### src/rtl/mos_pkg.sv
// Purpose: shared constants for the motor output stage
// Assumes: 100 MHz system clock
// Notes:   counts derive from the printed figures
package mos_pkg;

    // ****************************************
    // clock and switching rate
    // ****************************************
    localparam int CLK_HZ         = 100_000_000;
    localparam int PWM_FREQ_HZ    = 16_700;
    // longest period that keeps the rate at or above 16.7 kHz
    localparam int PWM_PERIOD_CYC = CLK_HZ / PWM_FREQ_HZ;

    // ****************************************
    // duty figures in tenths of a percent
    // ****************************************
    localparam int INV_MIN_PERMIL = 2;
    localparam int SM_MAX_PERMIL  = 996;
    localparam int PERMIL         = 1000;

    // ****************************************
    // widths and reset values
    // ****************************************
    localparam int          CMD_W     = 16;
    localparam int          NAXIS     = 8;
    localparam int          NDOUT     = 8;
    localparam logic [15:0] CMD_RST   = 16'h0000;
    localparam logic [7:0]  DOUT_RST  = 8'h00;
    localparam logic [15:0] SIGN_FLIP = 16'h8000;
    localparam logic [15:0] MAG_MAX   = 16'h7FFF;

endpackage

### src/rtl/mos_pwm_if.sv
// Purpose: settings and wave between the stage and its pulse core
// Assumes: one clock domain
// Notes:   period of zero gives a steady wave, low if high is zero, else high
interface mos_pwm_if;
    logic [15:0] period;
    logic [15:0] high;
    logic        wave;
    logic        boundary;

    modport src  (output period, output high, input wave, input boundary);
    modport core (input period, input high, output wave, output boundary);
endinterface

### src/rtl/mos_pwm_core.sv
// Purpose: period counter producing a pulse wave
// Assumes: settings may change at any time
// Notes:   settings are taken only as a period ends
module mos_pwm_core
(
    // clock and reset
    input  wire logic clk_i,
    input  wire logic rst_n_i,
    // settings and wave
    mos_pwm_if.core   pif
);

    logic [15:0] cnt_ff;
    logic [15:0] per_ff;
    logic [15:0] high_ff;
    logic        wave_ff;
    logic [16:0] cnt_inc;
    logic        wrap;
    logic [15:0] nxt_cnt;

    assign cnt_inc      = {1'b0, cnt_ff} + 17'h00001;
    assign wrap         = cnt_inc >= {1'b0, per_ff};
    assign nxt_cnt      = wrap ? 16'h0000 : cnt_inc[15:0];
    assign pif.wave     = wave_ff;
    assign pif.boundary = wrap;

    always_ff @(posedge clk_i or negedge rst_n_i)
    begin
        if (!rst_n_i)
        begin
            cnt_ff  <= 16'h0000;
            per_ff  <= 16'h0000;
            high_ff <= 16'h0000;
            wave_ff <= 1'b0;
        end
        else
        begin
            cnt_ff  <= nxt_cnt;
            wave_ff <= cnt_ff < high_ff;
            if (wrap)
            begin
                per_ff  <= pif.period;
                high_ff <= pif.high;
            end
        end
    end
endmodule

### src/rtl/mos_output_stage.sv
// Purpose: one axis output stage: pwm or step, sign, enable, error, outputs
// Assumes: all inputs synchronous to SYS_CLK_I; commands are one-cycle pulses
// Notes:   motor command is two's complement, full scale is 16'h7FFF / 16'h8000

// Operation
// servo pwm runs at a fixed 16.7 kHz switching rate
// pwm format is inverter or sign-magnitude, chosen by the select
// inverter duty runs 0.2% to 50% to 99.8% across the command
// sign-magnitude duty runs 0% to 99.6%, polarity on the sign output
// step mode emits step pulses of 50% duty on the shared output
// step pulses may be low-going or high-going
// after reset the step output is low with select fitted, else undriven
// sign output carries command polarity for servo, direction for steppers
// error output goes low when any axis error exceeds the limit
// amplifier enable goes low on abort and on off-on-error
// servo motor command output refreshes once per sample period
// motor off holds the command output at the offset level
// eight digital outputs, set-bit drives high, clear-bit drives low
// one port write loads every digital output bit at once
// slow serial needs data lines only; faster rates use handshake lines
// sign-magnitude select chooses format and is active for every stepper axis
// abort low stops motion at once and ends the running program
// new duty or step settings take effect only at a period boundary
module mos_output_stage
#(
    parameter int PERIOD_CYC = mos_pkg::PWM_PERIOD_CYC
)
(
    // clock and reset
    input  wire logic                         SYS_CLK_I,
    input  wire logic                         RESETN_I,
    // configuration
    input  wire logic                         SM_SELECT_I,
    input  wire logic                         STEP_MODE_I,
    input  wire logic                         STEP_POL_I,
    input  wire logic                         OFF_ON_ERR_I,
    input  wire logic [15:0]                  OFFSET_LEVEL_I,
    input  wire logic [15:0]                  ERR_LIMIT_I,
    // motion commands
    input  wire logic                         MOTOR_ON_I,
    input  wire logic                         MOTOR_OFF_I,
    input  wire logic                         SAMPLE_TICK_I,
    input  wire logic [15:0]                  MOTOR_CMD_I,
    input  wire logic [15:0]                  STEP_PERIOD_I,
    input  wire logic                         STEP_DIR_I,
    input  wire logic                         ABORT_N_I,
    input  wire logic [16*mos_pkg::NAXIS-1:0] POS_ERR_I,
    // digital output commands
    input  wire logic                         SET_BIT_I,
    input  wire logic                         CLR_BIT_I,
    input  wire logic [2:0]                   BIT_IDX_I,
    input  wire logic                         PORT_WR_I,
    input  wire logic [7:0]                   PORT_DATA_I,
    // serial handshake
    input  wire logic                         SER_FAST_I,
    input  wire logic                         SER_CTS_I,
    output logic                              SER_TX_OK_O,
    // drive outputs
    output logic [15:0]                       MOTOR_CMD_O,
    output logic                              PWM_STEP_O,
    output logic                              PWM_STEP_OE_O,
    output logic                              SIGN_DIR_O,
    output logic                              AMP_EN_O,
    output logic                              ERROR_N_O,
    output logic                              MOTOR_ON_O,
    output logic                              PROG_ABORT_O,
    output logic [7:0]                        DOUT_O
);

    // ****************************************
    // duty arithmetic
    // ****************************************
    localparam int INV_LO   = PERIOD_CYC * mos_pkg::INV_MIN_PERMIL / mos_pkg::PERMIL;
    localparam int INV_SPAN = PERIOD_CYC - 2 * INV_LO;
    localparam int SM_SPAN  = PERIOD_CYC * mos_pkg::SM_MAX_PERMIL / mos_pkg::PERMIL;
    localparam logic [15:0] PERIOD_W = 16'(PERIOD_CYC);

    function automatic logic [15:0] duty_high(input logic [15:0] cmd, input logic sm);
        logic [15:0] mag;
        logic [31:0] prod;
        mag  = cmd[15] ? 16'(~cmd + 16'h0001) : cmd;
        prod = 32'h0;
        if (mag > mos_pkg::MAG_MAX)
            mag = mos_pkg::MAG_MAX;
        if (sm)
            prod = 32'(mag) * 32'(SM_SPAN);
        else
            prod = (32'(cmd ^ mos_pkg::SIGN_FLIP) * 32'(INV_SPAN)) >> 1;
        return 16'((prod >> 15) + (sm ? 32'h0 : 32'(INV_LO)));
    endfunction

    // ****************************************
    // state
    // ****************************************
    logic        motor_on_ff;
    logic [15:0] cmd_ff;
    logic [15:0] cmd_out_ff;
    logic        active_ff;
    logic        abort_seen_ff;
    logic        prog_abort_ff;
    logic        err_n_ff;
    logic        sign_ff;
    logic        pwm_ff;
    logic [7:0]  dout_ff;
    logic        sm_eff;
    logic        err_any;
    logic        err_stop;
    logic        abort;
    logic [15:0] cmd_eff;
    logic [7:0]  nxt_dout;
    logic [7:0]  bit_mask;
    logic        shaped;
    mos_pwm_if   pif ();

    assign sm_eff   = SM_SELECT_I | STEP_MODE_I;
    assign abort    = !ABORT_N_I;
    assign err_stop = OFF_ON_ERR_I & !err_n_ff;
    assign cmd_eff  = motor_on_ff ? cmd_ff : OFFSET_LEVEL_I;
    assign bit_mask = 8'h01 << BIT_IDX_I;

    always_comb
    begin
        err_any = 1'b0;
        for (int i = 0; i < mos_pkg::NAXIS; i++)
            if (POS_ERR_I[16*i +: 16] > ERR_LIMIT_I)
                err_any = 1'b1;
    end

    assign nxt_dout = PORT_WR_I ? PORT_DATA_I
                    : SET_BIT_I ? (dout_ff | bit_mask)
                    : CLR_BIT_I ? (dout_ff & ~bit_mask)
                    : dout_ff;

    // step uses the half period high; servo uses the fixed period
    assign pif.period = STEP_MODE_I ? (motor_on_ff ? STEP_PERIOD_I : 16'h0000)
                                    : PERIOD_W;
    assign pif.high   = STEP_MODE_I ? (pif.period >> 1)
                                    : duty_high(cmd_out_ff, SM_SELECT_I);
    assign shaped     = STEP_MODE_I ? (STEP_POL_I ? pif.wave : !pif.wave) : pif.wave;

    mos_pwm_core u_core
    (
        .clk_i   (SYS_CLK_I),
        .rst_n_i (RESETN_I),
        .pif     (pif)
    );

    always_ff @(posedge SYS_CLK_I or negedge RESETN_I)
    begin
        if (!RESETN_I)
        begin
            motor_on_ff   <= 1'b0;
            cmd_ff        <= mos_pkg::CMD_RST;
            cmd_out_ff    <= mos_pkg::CMD_RST;
            active_ff     <= 1'b0;
            abort_seen_ff <= 1'b0;
            prog_abort_ff <= 1'b0;
            err_n_ff      <= 1'b1;
            sign_ff       <= 1'b0;
            pwm_ff        <= 1'b0;
            dout_ff       <= mos_pkg::DOUT_RST;
        end
        else
        begin
            if (abort || err_stop || MOTOR_OFF_I)
                motor_on_ff <= 1'b0;
            else if (MOTOR_ON_I)
                motor_on_ff <= 1'b1;
            if (SAMPLE_TICK_I)
                cmd_ff <= MOTOR_CMD_I;
            cmd_out_ff    <= cmd_eff;
            if (MOTOR_ON_I && !abort)
                active_ff <= 1'b1;
            abort_seen_ff <= abort;
            prog_abort_ff <= abort & !abort_seen_ff;
            err_n_ff      <= !err_any;
            sign_ff       <= STEP_MODE_I ? STEP_DIR_I : cmd_out_ff[15];
            pwm_ff        <= active_ff ? shaped : 1'b0;
            dout_ff       <= nxt_dout;
        end
    end

    assign MOTOR_CMD_O   = cmd_out_ff;
    assign PWM_STEP_O    = pwm_ff;
    assign PWM_STEP_OE_O = active_ff | sm_eff;
    assign SIGN_DIR_O    = sign_ff;
    assign AMP_EN_O      = motor_on_ff & ABORT_N_I & !err_stop;
    assign ERROR_N_O     = err_n_ff;
    assign MOTOR_ON_O    = motor_on_ff;
    assign PROG_ABORT_O  = prog_abort_ff;
    assign DOUT_O        = dout_ff;
    assign SER_TX_OK_O   = !SER_FAST_I | SER_CTS_I;

    // ****************************************
    // switching rate watch
    // ****************************************
    // cycles since the last period end, and whether that period was loaded in servo mode
    logic [15:0] gap_ff;
    logic        srv_ff;

    always_ff @(posedge SYS_CLK_I or negedge RESETN_I)
    begin
        if (!RESETN_I)
        begin
            gap_ff <= 16'h0000;
            srv_ff <= 1'b0;
        end
        else if (pif.boundary)
        begin
            gap_ff <= 16'h0000;
            srv_ff <= !STEP_MODE_I;
        end
        else
            gap_ff <= gap_ff + 16'h0001;
    end
endmodule

### config.mk
export PLATFORM = sky130hd
export DESIGN_NAME = mos_output_stage
export DESIGN_NICKNAME = d
export VERILOG_FILES = /design/src/rtl/mos_pkg.sv /design/src/rtl/mos_pwm_if.sv /design/src/rtl/mos_pwm_core.sv /design/src/rtl/mos_output_stage.sv
export SDC_FILE = /design/constraint.sdc
export NUM_CORES = 1
export LEC_CHECK = 0
export BUFFER_PORTS_ARGS = -buffer_cell sky130_fd_sc_hd__buf_2
export CAP_MARGIN = 20
export CORE_ASPECT_RATIO = 1.2
export CORE_UTILIZATION = 60
export CTS_CLUSTER_SIZE = 10
export DETAILED_ROUTE_END_ITERATION = 8
export HOLD_SLACK_MARGIN = 0.1
export PLACE_DENSITY = 0.84
export SYNTH_ARGS = -nofsm -noshare
export SYNTH_HDL_FRONTEND = slang
export SYNTH_SLANG_ARGS = --single-unit
### constraint.sdc
create_clock -name SYS_CLK_I -period 8.2 [get_ports SYS_CLK_I]
set_input_delay 2.05 -clock SYS_CLK_I [delete_from_list [all_inputs] [get_ports SYS_CLK_I]]
set_output_delay 2.05 -clock SYS_CLK_I [all_outputs]
set_load 0.005 [all_outputs]
# After elaboration in Yosys (flattened, before gate mapping)
# Cells that the tools add are included.
word_totals:
  in_bits: 219
  memories: 0
  reg_bits: 96
  latchBits: 0
  mem_bits_rw: 0
  rom_bits: 0
  elab_cells: 81
op_classes:
  div_mod_pow: 0
  mux: 26
  multipliers: 2
  reduce_logical: 12
  addsub: 3
  n_lt_le_gt_ge: 11
  eq_ne: 0
  bitwise_logic: 12
  n_shift: 1
op_table:
  columns: ["operator", "count"]
  rows:
  - ["$gt 16x16->1", 8]
  - ["$mux 16", 7]
  - ["$mux 29", 1]
  - ["$mul 16x12->28 const B", 1]
  - ["$mul 16x11->27 const B", 1]
  - ["$mux 8", 3]
  - ["$add 16x1->17 const B", 1]
  - ["$ge 17x16->1", 1]
  - ["$add 16x1->16 const B", 1]
  - ["$add 16x4->16", 1]
  - ["$gt 16x15->1 const B", 1]
  - ["$lt 16x16->1", 1]
  - ["$not 16->16", 1]
  - ["$mux 1", 14]
  - ["$and 8x8->8", 1]
  - ["$not 8->8", 1]
  - ["$or 8x8->8", 1]
  - ["$shl 1x3->8 const A", 1]
  - ["$logic_not 1->1", 7]
  - ["$and 1x1->1", 4]
  - ["$mux 4", 1]
  - ["$or 1x1->1", 3]
  - ["$reduce_bool 3->1", 1]
  - ["$logic_or 1x1->1", 2]
  - ["other kinds (3)", 3]

# Longest topological paths before layout
# Gate-level depths: netlist of the first run.
depth:
  word_depth: 10
  ltp_mapped: 32
  depth_no_buf: 31

# Hierarchy
# A second synthesis of the first run with hierarchy kept.
hier_totals:
  cells_unflattened: 1770
  hier_area_um2: 16573.4
modules_own_cells:
  columns: ["module", "cells_per_inst", "area_per_inst_um2", "n_inst"]
  rows:
  - ["mos_output_stage", 1527, 13646.8, 1]
  - ["mos_pwm_core", 243, 2926.6, 1]

# Worst setup path after synthesis of the first run
# No wires, ideal clock.
synth_path:
  path_type: "register to register"
  startpoint: "register cmd_out_ff[3], in the netlist MOTOR_CMD_O[3]"
  endpoint: "register u_core.high_ff[12]"
  slack_ps: 734
  path_stages_with_launch: 30
  t_arrival_ps: 7336
  period_less_slack_ps: 7466
  setup_ps: 130
  required_ps: 8070
  n_path_buf: 1
  path_cell_list: "dfrtp_1 > inv_1 > ha_1 > and3_1 > and3_1 > nand3_1 > inv_1 > and3_1 > or3b_2 > ha_1 > inv_1 > fa_1 > inv_1 > fa_1 > fa_1 > inv_1 > fa_1 > inv_1 > ha_1 > clkbuf_1 > a21oi_1 > o21ai_0 > o22ai_1 > a31oi_1 > a32oi_1 > mux2_2 > o211ai_1 > nor4b_2 > xnor2_1 > o221ai_2"
synth_between:
  elab_chain_len: 9
  word_cells_on_any_way: 10
  cone_classes: "2 x add/sub; 2 x mul; 1 x order compare; 4 x mux; 1 x bitwise"
synth_rtl:
  columns: ["element", "line", "rtl"]
  rows:
  - ["start: declaration", "mos_output_stage.sv:97", "logic [15:0] cmd_out_ff;"]
  - ["start signal: assignment", "mos_output_stage.sv:154", "cmd_out_ff <= mos_pkg::CMD_RST;"]
  - ["start signal: assignment", "mos_output_stage.sv:171", "cmd_out_ff <= cmd_eff;"]
  - ["$not 16->16", "mos_output_stage.sv:81", "mag = cmd[15] ? 16'(~cmd + 16'h0001) : cmd;"]
  - ["$add 16x1->16", "mos_output_stage.sv:81", null]
  - ["$mux 16", "mos_output_stage.sv:81", null]
  - ["$gt 16x15->1", "mos_output_stage.sv:83", "if (mag > mos_pkg::MAG_MAX)"]
  - ["$mux 16", "mos_output_stage.sv:83", null]
  - ["$mul 16x11->27", "mos_output_stage.sv:86", "prod = 32'(mag) * 32'(SM_SPAN);"]
  - ["$mux 29 (*)", "mos_output_stage.sv:85", "if (sm)"]
  - ["$add 16x4->16 (*)", "mos_output_stage.sv:89", "return 16'((prod >> 15) + (sm ? 32'h0 : 32'(INV_LO)));"]
  - ["$mux 16 (*)", "mos_output_stage.sv:137", "assign pif.high = STEP_MODE_I ? (pif.period >> 1)"]
  - ["end signal: assignment", "mos_pwm_core.sv:43", "high_ff <= pif.high;"]
  - ["end: declaration", "mos_pwm_core.sv:15", "logic [15:0] high_ff;"]
# Mark *: on every way between the ends. The rest lies on a longest branch, timed or not.
# A chain may end at the register's enable or synchronous reset.

# Final worst setup path of the first run
layout_path:
  startpoint: "register cmd_out_ff[1], in the netlist MOTOR_CMD_O[1]"
  endpoint: "register u_core.high_ff[12]"
# The elaborated chain is that of the path after synthesis.

==> results of run 1 <==
final timing paths:
check                                            endpoint  slack [ns]
setup / recovery           u_core.high_ff[12]$_DFFE_PN0P_        0.47
hold / removal              u_core.high_ff[0]$_DFFE_PN0P_        0.47
setup reg to reg           u_core.high_ff[12]$_DFFE_PN0P_        0.47
hold reg to reg             u_core.high_ff[0]$_DFFE_PN0P_        0.47
max in group asynchronous           cmd_ff[1]$_DFFE_PN0P_        5.37
min in group asynchronous    u_core.per_ff[6]$_DFFE_PN0P_        1.65
per-stage QoR:
step           hold slack, ns  area [µm²]
5_1_grt                 0.474       18100
2_1_floorplan           0.373       16100
3_3_place_gp            0.440       17700
3_5_place_dp            0.446       17700
4_1_cts                 0.452       18000
6_report                0.474       18100
cell usage in the layout (no fill, tap or decap), types with 8 or more instances in the layout:
cell type / n
sky130_fd_sc_hd__ha_1: 361
sky130_fd_sc_hd__inv_1: 335
sky130_fd_sc_hd__buf_2: 249
sky130_fd_sc_hd__fa_1: 134
sky130_fd_sc_hd__dfrtp_1: 94
sky130_fd_sc_hd__nand2_1: 94
sky130_fd_sc_hd__o21ai_0: 69
sky130_fd_sc_hd__a21oi_1: 66
sky130_fd_sc_hd__nor2_1: 62
sky130_fd_sc_hd__nand3_1: 47
sky130_fd_sc_hd__a21o_1: 43
sky130_fd_sc_hd__nor2b_1: 40
sky130_fd_sc_hd__nand4_1: 37
sky130_fd_sc_hd__o21a_1: 37
sky130_fd_sc_hd__mux2_2: 37
sky130_fd_sc_hd__xnor2_1: 32
sky130_fd_sc_hd__a31oi_1: 20
sky130_fd_sc_hd__buf_4: 20
sky130_fd_sc_hd__xor2_1: 17
sky130_fd_sc_hd__and3_1: 15
sky130_fd_sc_hd__o211ai_1: 15
sky130_fd_sc_hd__nor3_1: 13
sky130_fd_sc_hd__nand2b_1: 12
sky130_fd_sc_hd__a211oi_1: 11
sky130_fd_sc_hd__and4_1: 9
sky130_fd_sc_hd__clkbuf_16: 9
sky130_fd_sc_hd__diode_2: 8
sky130_fd_sc_hd__nand2_2: 8
layout make-up:
cell class / count / share of cell area, %
Antenna cell: 8 / 0.111
Clock buffer: 9 / 1.25
Clock inverter: 7 / 0.374
Inverter: 336 / 6.98
Multi-Input combinational cell: 1295 / 68.1
Sequential cell: 95 / 13.2
Tap cell: 335 / 2.32
Timing Repair Buffer: 269 / 7.73
worst max-delay path, delay by kind of cell, from the launching register on:
| family | cells | cell delay (ns) |
|---|---|---|
| adder cells (fa/ha/maj) | 7 | 3.08 |
| AO/OA/AOI/OAI | 7 | 1.61 |
| AND/OR/NAND/NOR | 6 | 1.59 |
| buffers and inverters | 6 | 0.43 |
| multiplexers | 1 | 0.37 |
| flip-flops | 1 | 0.34 |
| XOR/XNOR | 1 | 0.17 |
sequential cells by signal (all words and copies together) (netlist names), 15 cells and up, named ones only:
signal and count:
MOTOR_CMD_O 16, cmd_ff 16, u_core.cnt_ff 16, u_core.high_ff 15, u_core.per_ff 16
metal layers:
layer | wire, µm | up-vias | global-route usage (%)
met5 | 0 | - | 0
met4 | 1800 | 0 | 16.0
met3 | 2710 | 122 | 4.60
met2 | 22500 | 535 | 59.9
met1 | 16800 | 6584 | 38.3
li1 | - | 6512 | -
cell families after synthesis:
family          count (synthesis)
other cells                     2
simple gates                  373
buf+inv                       366
xor+xnor                       49
flops                          95
mux                            40
fa+ha+maj                     495
compound gates                332
what timing repair did:
item,4_1_cts,5_1_grt
setup buffers,0,1
setup endpoints to repair,0,5
resized for setup,0,11
==> impl_metrics.yaml, run 1 <==
setup_path:
  worst_r2r_startpoint: "MOTOR_CMD_O[1]$_DFF_PN0_"
  path_max_fanout: 6
  crit_path_frequent_cell: "sky130_fd_sc_hd__inv_1"
  critPathArrivalTime_ns: 7.97
  worstSetupPathType: "reg -> reg"
  crit_path_top_delay_cell: "sky130_fd_sc_hd__or3b_2"
  reg2reg_depth: 28
  kind_of_end_point_of_the_critical_path: "flip-flop"
  timing.critical_path.from_type: "flip-flop"
  worst_path_largest_cell_delay_ns: 0.56
  cp.required_ns: 8.44
  cp-startpoint: "MOTOR_CMD_O[1]$_DFF_PN0_"
sta:
  setup_viol: 0
  fmax_ghz: 0.129
  relative_slew_slack_pct: 29.2
  report.final.slew_viol_count: 0
  timing.clock.skew_ns: 0.00850
  final.setup.tns_ns: 0
  timing.final.ws_setup_ns: 0.469
  final_hold_viols: 0
  layout_min_cycle_time_ns: 7.73
  period_share_pct: 94.3
  timing_worst_slew_pin_value_ns: 1.06
synthesis:
  combinational_family_with_the_most_area_after_synthesis: "adder cells"
  synth_adder_area_share_pct: 44.8
  syn-instance-count: 1752
  yosysWarnings: 0
  portion_of_the_post_synthesis_area_used_by_sequential_elements_pct: 14.8
  share_of_the_synthesized_area_in_compound_gates_ao_oa_aoi_oai_pct: 13.8
  synth-xor-area-share_pct: 2.67
  postSynth.topFlopCell: "sky130_fd_sc_hd__dfrtp_1"
  post-synth-top-area-cell: "sky130_fd_sc_hd__ha_1"
  fraction_of_the_mapped_netlist_area_in_simple_logic_gates_pct: 12.2
  yosys-mux-area-fraction_pct: 2.78
  synth.cells.most_frequent: "sky130_fd_sc_hd__ha_1 (361), sky130_fd_sc_hd__inv_1 (335), sky130_fd_sc_hd__fa_1 (134)"
  ys_top_cells_by_area: "sky130_fd_sc_hd__ha_1 (28%), sky130_fd_sc_hd__fa_1 (17%), sky130_fd_sc_hd__dfrtp_1 (15%), sky130_fd_sc_hd__inv_1 (7.8%), sky130_fd_sc_hd__mux2_2 (2.6%)"
  synth_edf_count: 0
  post_synth.cell_area_avg_um2: 9.17
  postSynth.asyncResetShare_pct: 100
  synthMostInstantiatedCell: "sky130_fd_sc_hd__ha_1"
  synth_top_area_share_pct: 28.1
  ys_ff_latch: 95
  ys_types: 78
  synth.cell_area_um2: 16100
global_routing:
  grt_max_degree: 58
  grtUsageTotal_pct: 33.4
  grt_pass1_wl_mm: 71.0
  global_route_overflow: 0
  grt_antenna_before_repair: 9
  first_global_vias: 14800
placement:
  placedCellCount: 2329
  place_congestion: 0.952
  dp.final_hpwl_mm: 36.3
  post_placement_setup_slack_ns: 0.386
  numPortBuffers: 250
die:
  die_x_um: 151
  die_area_um2: 27500
  die-height_um: 181
  initial_utilization_pct: 61.2
  i_o_pin_total: 251
  rows: 65
  core-area_um2: 26300
layout:
  drive_above_1_share_pct: 17.8
  footprint_of_the_multi_input_gates_um2: 12300
  layout.core_utilization_pct: 68.8
  areaGrowthSynthToFinish_pct: 12.4
  sequential_cell_area_um2: 2380
  cell_count_final_fillers_out: 2354
  number_of_filler_instances_in_the_final_layout: 2031
  finish.net_count: 2720
run:
  cap_violations: 0
clocking:
  post_cts_hold_buffer_count: 0
  clk_path_buf_depth: 2
  h-tree-depth: 3
  clock_input_transition_at_the_sequential_cells_of_the_worst_setup_and_hold_paths_ns: 0.08
  clock_insertion_delay_worst_skew_ns: 0.36
  cts-buffers-inserted: 9
  clock_tree_from_tritoncts: "done"
  cts.sinks: 95
  cts-root-buf: "sky130_fd_sc_hd__clkbuf_16"
detailed_routing:
  routed_wirelength_mm: 43.8
  drt.antenna.violating_nets: 0
  drt_iter0_markers: 662
  detailedRoute.firstPassIterationCount: 5
  routed_wire_per_std_cell_um: 18.6
  viasPerCell: 5.84
  drcViolationCount: 0
  vias_after_detailed_routing: 13800
min_path:
  hold_depth: 2
  worstHoldPathType: "reg -> reg"
  min_from: "u_core.high_ff[0]$_DFFE_PN0P_"
run_status:
  outcome: "completed"
Power of run 1 is not shown: default switching activity piles up to over one toggle a cycle in this logic, so the estimate is an artifact.
==> run 2: changes to the inputs <==
--- a/config.mk
+++ b/config.mk
@@ -8,6 +8,7 @@
 export BUFFER_PORTS_ARGS = -buffer_cell sky130_fd_sc_hd__buf_2
 export CAP_MARGIN = 20
 export CORE_ASPECT_RATIO = 1.2
+export CORE_MARGIN = 2
 export CORE_UTILIZATION = 60
 export CTS_CLUSTER_SIZE = 10
 export DETAILED_ROUTE_END_ITERATION = 8
==> impl_metrics.yaml, run 2 (same netlist as run 1, synthesis figures left out) <==
global_routing:
  first_global_vias: 14900
  grt_pass1_wl_mm: 70.5
  global_route_overflow: 0
  grt_antenna_before_repair: 0
  grt_max_degree: 59
  grtUsageTotal_pct: 31.3
setup_path:
  path_max_fanout: 6
  crit_path_top_delay_cell: "sky130_fd_sc_hd__or3b_2"
  cp.required_ns: 8.46
  worstSetupPathType: "reg -> reg"
  timing.critical_path.from_type: "flip-flop"
  worst_path_largest_cell_delay_ns: 0.56
  critPathArrivalTime_ns: 8.08
  kind_of_end_point_of_the_critical_path: "flip-flop"
  crit_path_frequent_cell: "sky130_fd_sc_hd__inv_1"
die:
  die-height_um: 183
  die_area_um2: 28100
  initial_utilization_pct: 61.0
  i_o_pin_total: 251
  rows: 65
  core-area_um2: 26400
  die_x_um: 153
layout:
  most-common-layout-cells: "sky130_fd_sc_hd__ha_1 (361), sky130_fd_sc_hd__inv_1 (335), sky130_fd_sc_hd__buf_2 (249)"
  areaGrowthSynthToFinish_pct: 12.5
  finish.net_count: 2724
  drive_above_1_share_pct: 17.8
  cell_count_final_fillers_out: 2351
  commonest_non_fill_non_tap_cell_in_the_layout: "sky130_fd_sc_hd__ha_1"
detailed_routing:
  detailedRoute.firstPassIterationCount: 5
  drcViolationCount: 0
  highest_metal_layer_with_signal_wires: "met4"
  routed_wirelength_mm: 43.5
  drt_iter0_markers: 710
  wl_met1_mm: 16.4
  routed_wire_per_std_cell_um: 18.5
  viasPerCell: 5.85
  wl_met2_mm: 22.2
  vias_after_detailed_routing: 13800
  routed-wl-met3_mm: 2.08
  drt.antenna.violating_nets: 0
sta:
  worst_hold_slack_across_all_endpoints_ns: 0.474
  final.setup.tns_ns: 0
  period_share_pct: 95.4
  final_hold_viols: 0
  timing.clock.skew_ns: 0.0192
  fmax_ghz: 0.128
  setup_viol: 0
  relative_slew_slack_pct: 39.0
  layout_min_cycle_time_ns: 7.82
  timing_worst_slew_pin_value_ns: 0.911
  grt_setup_unrepaired: "no"
  report.final.slew_viol_count: 0
clocking:
  cts-root-buf: "sky130_fd_sc_hd__clkbuf_16"
  cts.sinks: 95
  clk_path_buf_depth: 2
  clock_input_transition_at_the_sequential_cells_of_the_worst_setup_and_hold_paths_ns: 0.09
  clock_tree_from_tritoncts: "done"
  clock_insertion_delay_worst_skew_ns: 0.38
  h-tree-depth: 3
  cts-buffers-inserted: 9
  post_cts_hold_buffer_count: 0
placement:
  dp.final_hpwl_mm: 36.5
  numPortBuffers: 250
  place_congestion: 0.932
  placedCellCount: 2332
run:
  cap_violations: 0
run_status:
  outcome: "completed"
min_path:
  worstHoldPathType: "reg -> reg"
## run 2: changes by cell type in the layout (fill, tap and decap cells not counted), moves of 2 or more
| cell | previous run | this run |
|---|---|---|
| sky130_fd_sc_hd__buf_4 | 20 | 24 |
| sky130_fd_sc_hd__clkinv_4 | 3 | 1 |
| sky130_fd_sc_hd__nand2_1 | 94 | 97 |
| sky130_fd_sc_hd__nand2_2 | 8 | 5 |
| sky130_fd_sc_hd__diode_2 | 8 | 1 |
## run 2: metrics by stage
step / setup WS [ns] / instance area (µm²) / utilization, %
final: 0.379 / 18100 / 68.6
after global routing: 0.0228 / 18100 / 68.6
after CTS: 0.346 / 18000 / 68.5
after detailed placement: 0.384 / 17700 / 67.3
after global placement: 0.628 / 17700 / 67.3
after floorplan: 0.734 / 16100 / -
## run 2: final timing paths
| check | start | end | slack (ns) | cells after the start |
|---|---|---|---|---|
| setup / recovery | MOTOR_CMD_O[1]$_DFF_PN0_ | u_core.high_ff[12]$_DFFE_PN0P_ | 0.38 | 28 |
| hold / removal | abort_seen_ff$_DFF_PN0_ | PROG_ABORT_O$_DFF_PN0_ | 0.47 | 1 |
| setup reg to reg | MOTOR_CMD_O[1]$_DFF_PN0_ | u_core.high_ff[12]$_DFFE_PN0P_ | 0.38 | 28 |
| hold reg to reg | abort_seen_ff$_DFF_PN0_ | PROG_ABORT_O$_DFF_PN0_ | 0.47 | 1 |
| max in group asynchronous | RESETN_I | MOTOR_CMD_O[15]$_DFF_PN0_ | 5.37 | 2 |
| min in group asynchronous | RESETN_I | SIGN_DIR_O$_DFF_PN0_ | 1.65 | 1 |
## run 2: critical path: cells and delay by family (launching register included)
family,cells,cell delay [ns]
adder cells (fa/ha/maj),7,3.09
AO/OA/AOI/OAI,7,1.65
AND/OR/NAND/NOR,6,1.61
buffers and inverters,6,0.44
multiplexers,1,0.37
flip-flops,1,0.35
XOR/XNOR,1,0.17
## run 2: what timing repair did
item / 4_1_cts / 5_1_grt
resized for setup: 0 / 8
buffers inserted: 0 / 2
hold endpoints to repair: 0 / 0
setup endpoints to repair: 0 / 5
## run 2: cell type report
cell class                      count  area [µm²]
Sequential cell                    95        2380
Timing Repair Buffer              273        1430
Antenna cell                        1        2.50
Clock buffer                       10         239
Inverter                          336        1260
Clock inverter                      6        63.8
Multi-Input combinational cell   1295       12300
Fill cell                        2096        8260
Tap cell                          335         419
## run 2: layer usage
layer  vias to the layer above  global-route usage (%)
met4                         0                    19.1
met2                       493                    57.5
met3                       185                    4.11
met5                         -                       0
li1                       6508                       -
met1                      6567                    34.1
Power of run 2 is left out for the same reason.
==> run 3: changes to the inputs <==
--- a/config.mk
+++ b/config.mk
@@ -13,7 +13,8 @@
 export CTS_CLUSTER_SIZE = 10
 export DETAILED_ROUTE_END_ITERATION = 8
 export HOLD_SLACK_MARGIN = 0.1
-export PLACE_DENSITY = 0.84
+export PLACE_DENSITY = 0.83
 export SYNTH_ARGS = -nofsm -noshare
 export SYNTH_HDL_FRONTEND = slang
+export SYNTH_HIERARCHICAL = 1
 export SYNTH_SLANG_ARGS = --single-unit
==> impl_metrics.yaml, run 3 <==
clocking:
  clock_tree_from_tritoncts: "done"
  h-tree-depth: 3
  clock_insertion_delay_worst_skew_ns: 0.37
  cts-root-buf: "sky130_fd_sc_hd__clkbuf_16"
  cts.sinks: 96
  clock_input_transition_at_the_sequential_cells_of_the_worst_setup_and_hold_paths_ns: 0.08
  cts-buffers-inserted: 9
  clk_path_buf_depth: 2
synthesis:
  synth_edf_count: 0
  postSynth.topFlopCell: "sky130_fd_sc_hd__dfrtp_1"
  synth.cells.most_frequent: "sky130_fd_sc_hd__ha_1 (362), sky130_fd_sc_hd__inv_1 (340), sky130_fd_sc_hd__fa_1 (134)"
  synth_top_area_share_pct: 27.3
  yosysWarnings: 6
  ys_top_cells_by_area: "sky130_fd_sc_hd__ha_1 (27%), sky130_fd_sc_hd__fa_1 (16%), sky130_fd_sc_hd__dfrtp_1 (14%), sky130_fd_sc_hd__inv_1 (7.7%), sky130_fd_sc_hd__mux2_4 (2.5%)"
  postSynth.asyncResetShare_pct: 100
  synth.cell_area_um2: 16600
  post-synth-top-area-cell: "sky130_fd_sc_hd__ha_1"
  post_synth.cell_area_avg_um2: 9.36
  ys_ff_latch: 96
  portion_of_the_post_synthesis_area_used_by_sequential_elements_pct: 14.5
  ys_types: 90
  syn-instance-count: 1770
  synthMostInstantiatedCell: "sky130_fd_sc_hd__ha_1"
die:
  die-height_um: 186
  core-area_um2: 27200
  die_x_um: 156
  initial_utilization_pct: 61.0
  die_area_um2: 29000
  i_o_pin_total: 251
  rows: 66
layout:
  most-common-layout-cells: "sky130_fd_sc_hd__ha_1 (360), sky130_fd_sc_hd__inv_1 (340), sky130_fd_sc_hd__buf_2 (249)"
  cell_count_final_fillers_out: 2368
  drive_above_1_share_pct: 19.7
  finish.net_count: 2737
  commonest_non_fill_non_tap_cell_in_the_layout: "sky130_fd_sc_hd__ha_1"
  fin_area_um2: 18600
  number_of_filler_instances_in_the_final_layout: 2061
  areaGrowthSynthToFinish_pct: 12.2
global_routing:
  grtUsageTotal_pct: 31.8
  global_route_overflow: 0
  grt_pass1_wl_mm: 72.1
  first_global_vias: 14900
  grt_max_degree: 75
  grt_antenna_before_repair: 3
sta:
  relative_slew_slack_pct: 57.4
  period_share_pct: 94.3
  final.setup.tns_ns: 0
  timing.clock.skew_ns: 0.0139
  timing_worst_slew_pin_value_ns: 0.638
  fmax_ghz: 0.129
  setup_viol: 0
  grt_setup_unrepaired: "no"
  final_hold_viols: 0
  report.final.slew_viol_count: 0
  layout_min_cycle_time_ns: 7.73
placement:
  numPortBuffers: 250
  place_congestion: 0.918
  placedCellCount: 2349
  dp.final_hpwl_mm: 37.2
  detailed_place.area_um2: 18200
detailed_routing:
  drcViolationCount: 0
  viasPerCell: 5.84
  routed_wire_per_std_cell_um: 18.7
  routed_wirelength_mm: 44.4
  detailedRoute.firstPassIterationCount: 5
  vias_after_detailed_routing: 13800
  drt_iter0_markers: 758
  drt.antenna.violating_nets: 0
setup_path:
  critPathArrivalTime_ns: 7.99
  kind_of_end_point_of_the_critical_path: "flip-flop"
  cp-startpoint: "MOTOR_CMD_O[1]$_DFF_PN0_"
  worst_r2r_startpoint: "MOTOR_CMD_O[1]$_DFF_PN0_"
  timing.critical_path.from_type: "flip-flop"
  reg2reg_setup_slack_ns: 0.47
  cp.required_ns: 8.45
  worstSetupPathType: "reg -> reg"
  path_max_fanout: 8
min_path:
  min_from: "abort_seen_ff$_DFF_PN0_"
  worstHoldPathType: "reg -> reg"
run_status:
  outcome: "completed"
run:
  cap_violations: 0
-- run 3: changes by cell type in the layout (fill, tap and decap cells not counted), sizes merged, moves of 10 or more --
cell,delta
mux2,+27
and2,+16
a31oi,-14
nand3,-13
nor2b,-13
nor2,-11
nand2,-10
-- run 3: area by class of cell --
| type | count | area, µm² | area share, % |
|---|---|---|---|
| Multi-Input combinational cell | 1303 | 12700 | 68.4 |
| Sequential cell | 96 | 2400 | 12.9 |
| Timing Repair Buffer | 271 | 1430 | 7.70 |
| Inverter | 341 | 1280 | 6.91 |
| Tap cell | 340 | 425 | 2.29 |
| Clock buffer | 10 | 239 | 1.28 |
| Clock inverter | 6 | 83.8 | 0.451 |
| Antenna cell | 1 | 2.50 | 0.0135 |
-- run 3: critical path: stages, from the launching register on --
cell                       delay, ns
sky130_fd_sc_hd__dfrtp_1        0.36
sky130_fd_sc_hd__inv_1          0.13
sky130_fd_sc_hd__ha_1           0.24
sky130_fd_sc_hd__and3_1         0.21
sky130_fd_sc_hd__and3_1         0.22
sky130_fd_sc_hd__nand3_1        0.13
sky130_fd_sc_hd__inv_1          0.07
sky130_fd_sc_hd__and3_1         0.21
sky130_fd_sc_hd__or3b_4         0.44
sky130_fd_sc_hd__ha_1           0.34
sky130_fd_sc_hd__fa_1           0.47
sky130_fd_sc_hd__fa_1           0.53
sky130_fd_sc_hd__fa_1           0.55
sky130_fd_sc_hd__inv_1          0.06
sky130_fd_sc_hd__fa_1           0.53
sky130_fd_sc_hd__inv_1          0.04
sky130_fd_sc_hd__ha_2           0.39
sky130_fd_sc_hd__nand2_1        0.09
sky130_fd_sc_hd__or3_1          0.36
sky130_fd_sc_hd__o211a_1        0.26
sky130_fd_sc_hd__o21bai_1       0.19
sky130_fd_sc_hd__mux2i_1        0.23
sky130_fd_sc_hd__nor3_2         0.10
sky130_fd_sc_hd__a2111o_1       0.42
sky130_fd_sc_hd__or4_4          0.54
sky130_fd_sc_hd__a21oi_1        0.17
sky130_fd_sc_hd__a21oi_1        0.06
sky130_fd_sc_hd__mux2_4         0.28
-- run 3: metrics by stage --
stage | hold slack, ns | util (%) | setup slack, ns
after floorplan | 0.373 | - | 0.692
after global placement | 0.379 | 67.0 | 0.513
after detailed placement | 0.395 | 67.0 | 0.346
after CTS | 0.405 | 68.2 | 0.310
after global routing | 0.408 | 68.4 | 0.0419
final | 0.401 | 68.5 | 0.467
-- run 3: final timing paths --
path | to | cells past startpoint
max | u_core/high_ff[9]$_DFFE_PN0P_ | 27
min | PROG_ABORT_O$_DFF_PN0_ | 1
max reg2reg | u_core/high_ff[9]$_DFFE_PN0P_ | 27
min reg2reg | PROG_ABORT_O$_DFF_PN0_ | 1
max in group asynchronous | ERROR_N_O$_DFF_PN1_ | 3
min in group asynchronous | cmd_ff[1]$_DFFE_PN0P_ | 1
-- run 3: cell families (layout without fill, tap and decap cells) --
logic type	after synthesis	count (layout)	synth area share [%]
adders and majority gates	496	496	43.5
buffers and inverters	376	628	9.02
and+or+nand+nor	353	353	11.4
AOI/OAI and AO/OA	323	323	13.3
DFF	96	96	14.5
muxes	71	71	5.41
xor gates and xnor gates	53	53	2.80
other	2	8	0.0453
-- run 3: timing repair --
action,in CTS,in global routing
hold buffers,0,0
gates resized for setup,0,11
setup buffers,0,1
endpoints found under the setup margin,0,7
-- run 3: layer usage --
layer  routed length (µm)  global-route usage, %
met1                16800                   34.4
met4                 2490                   17.4
met3                 2240                   4.35
met2                22800                   59.7
met5                    0                      0
Power of run 3 is left out for the same reason.
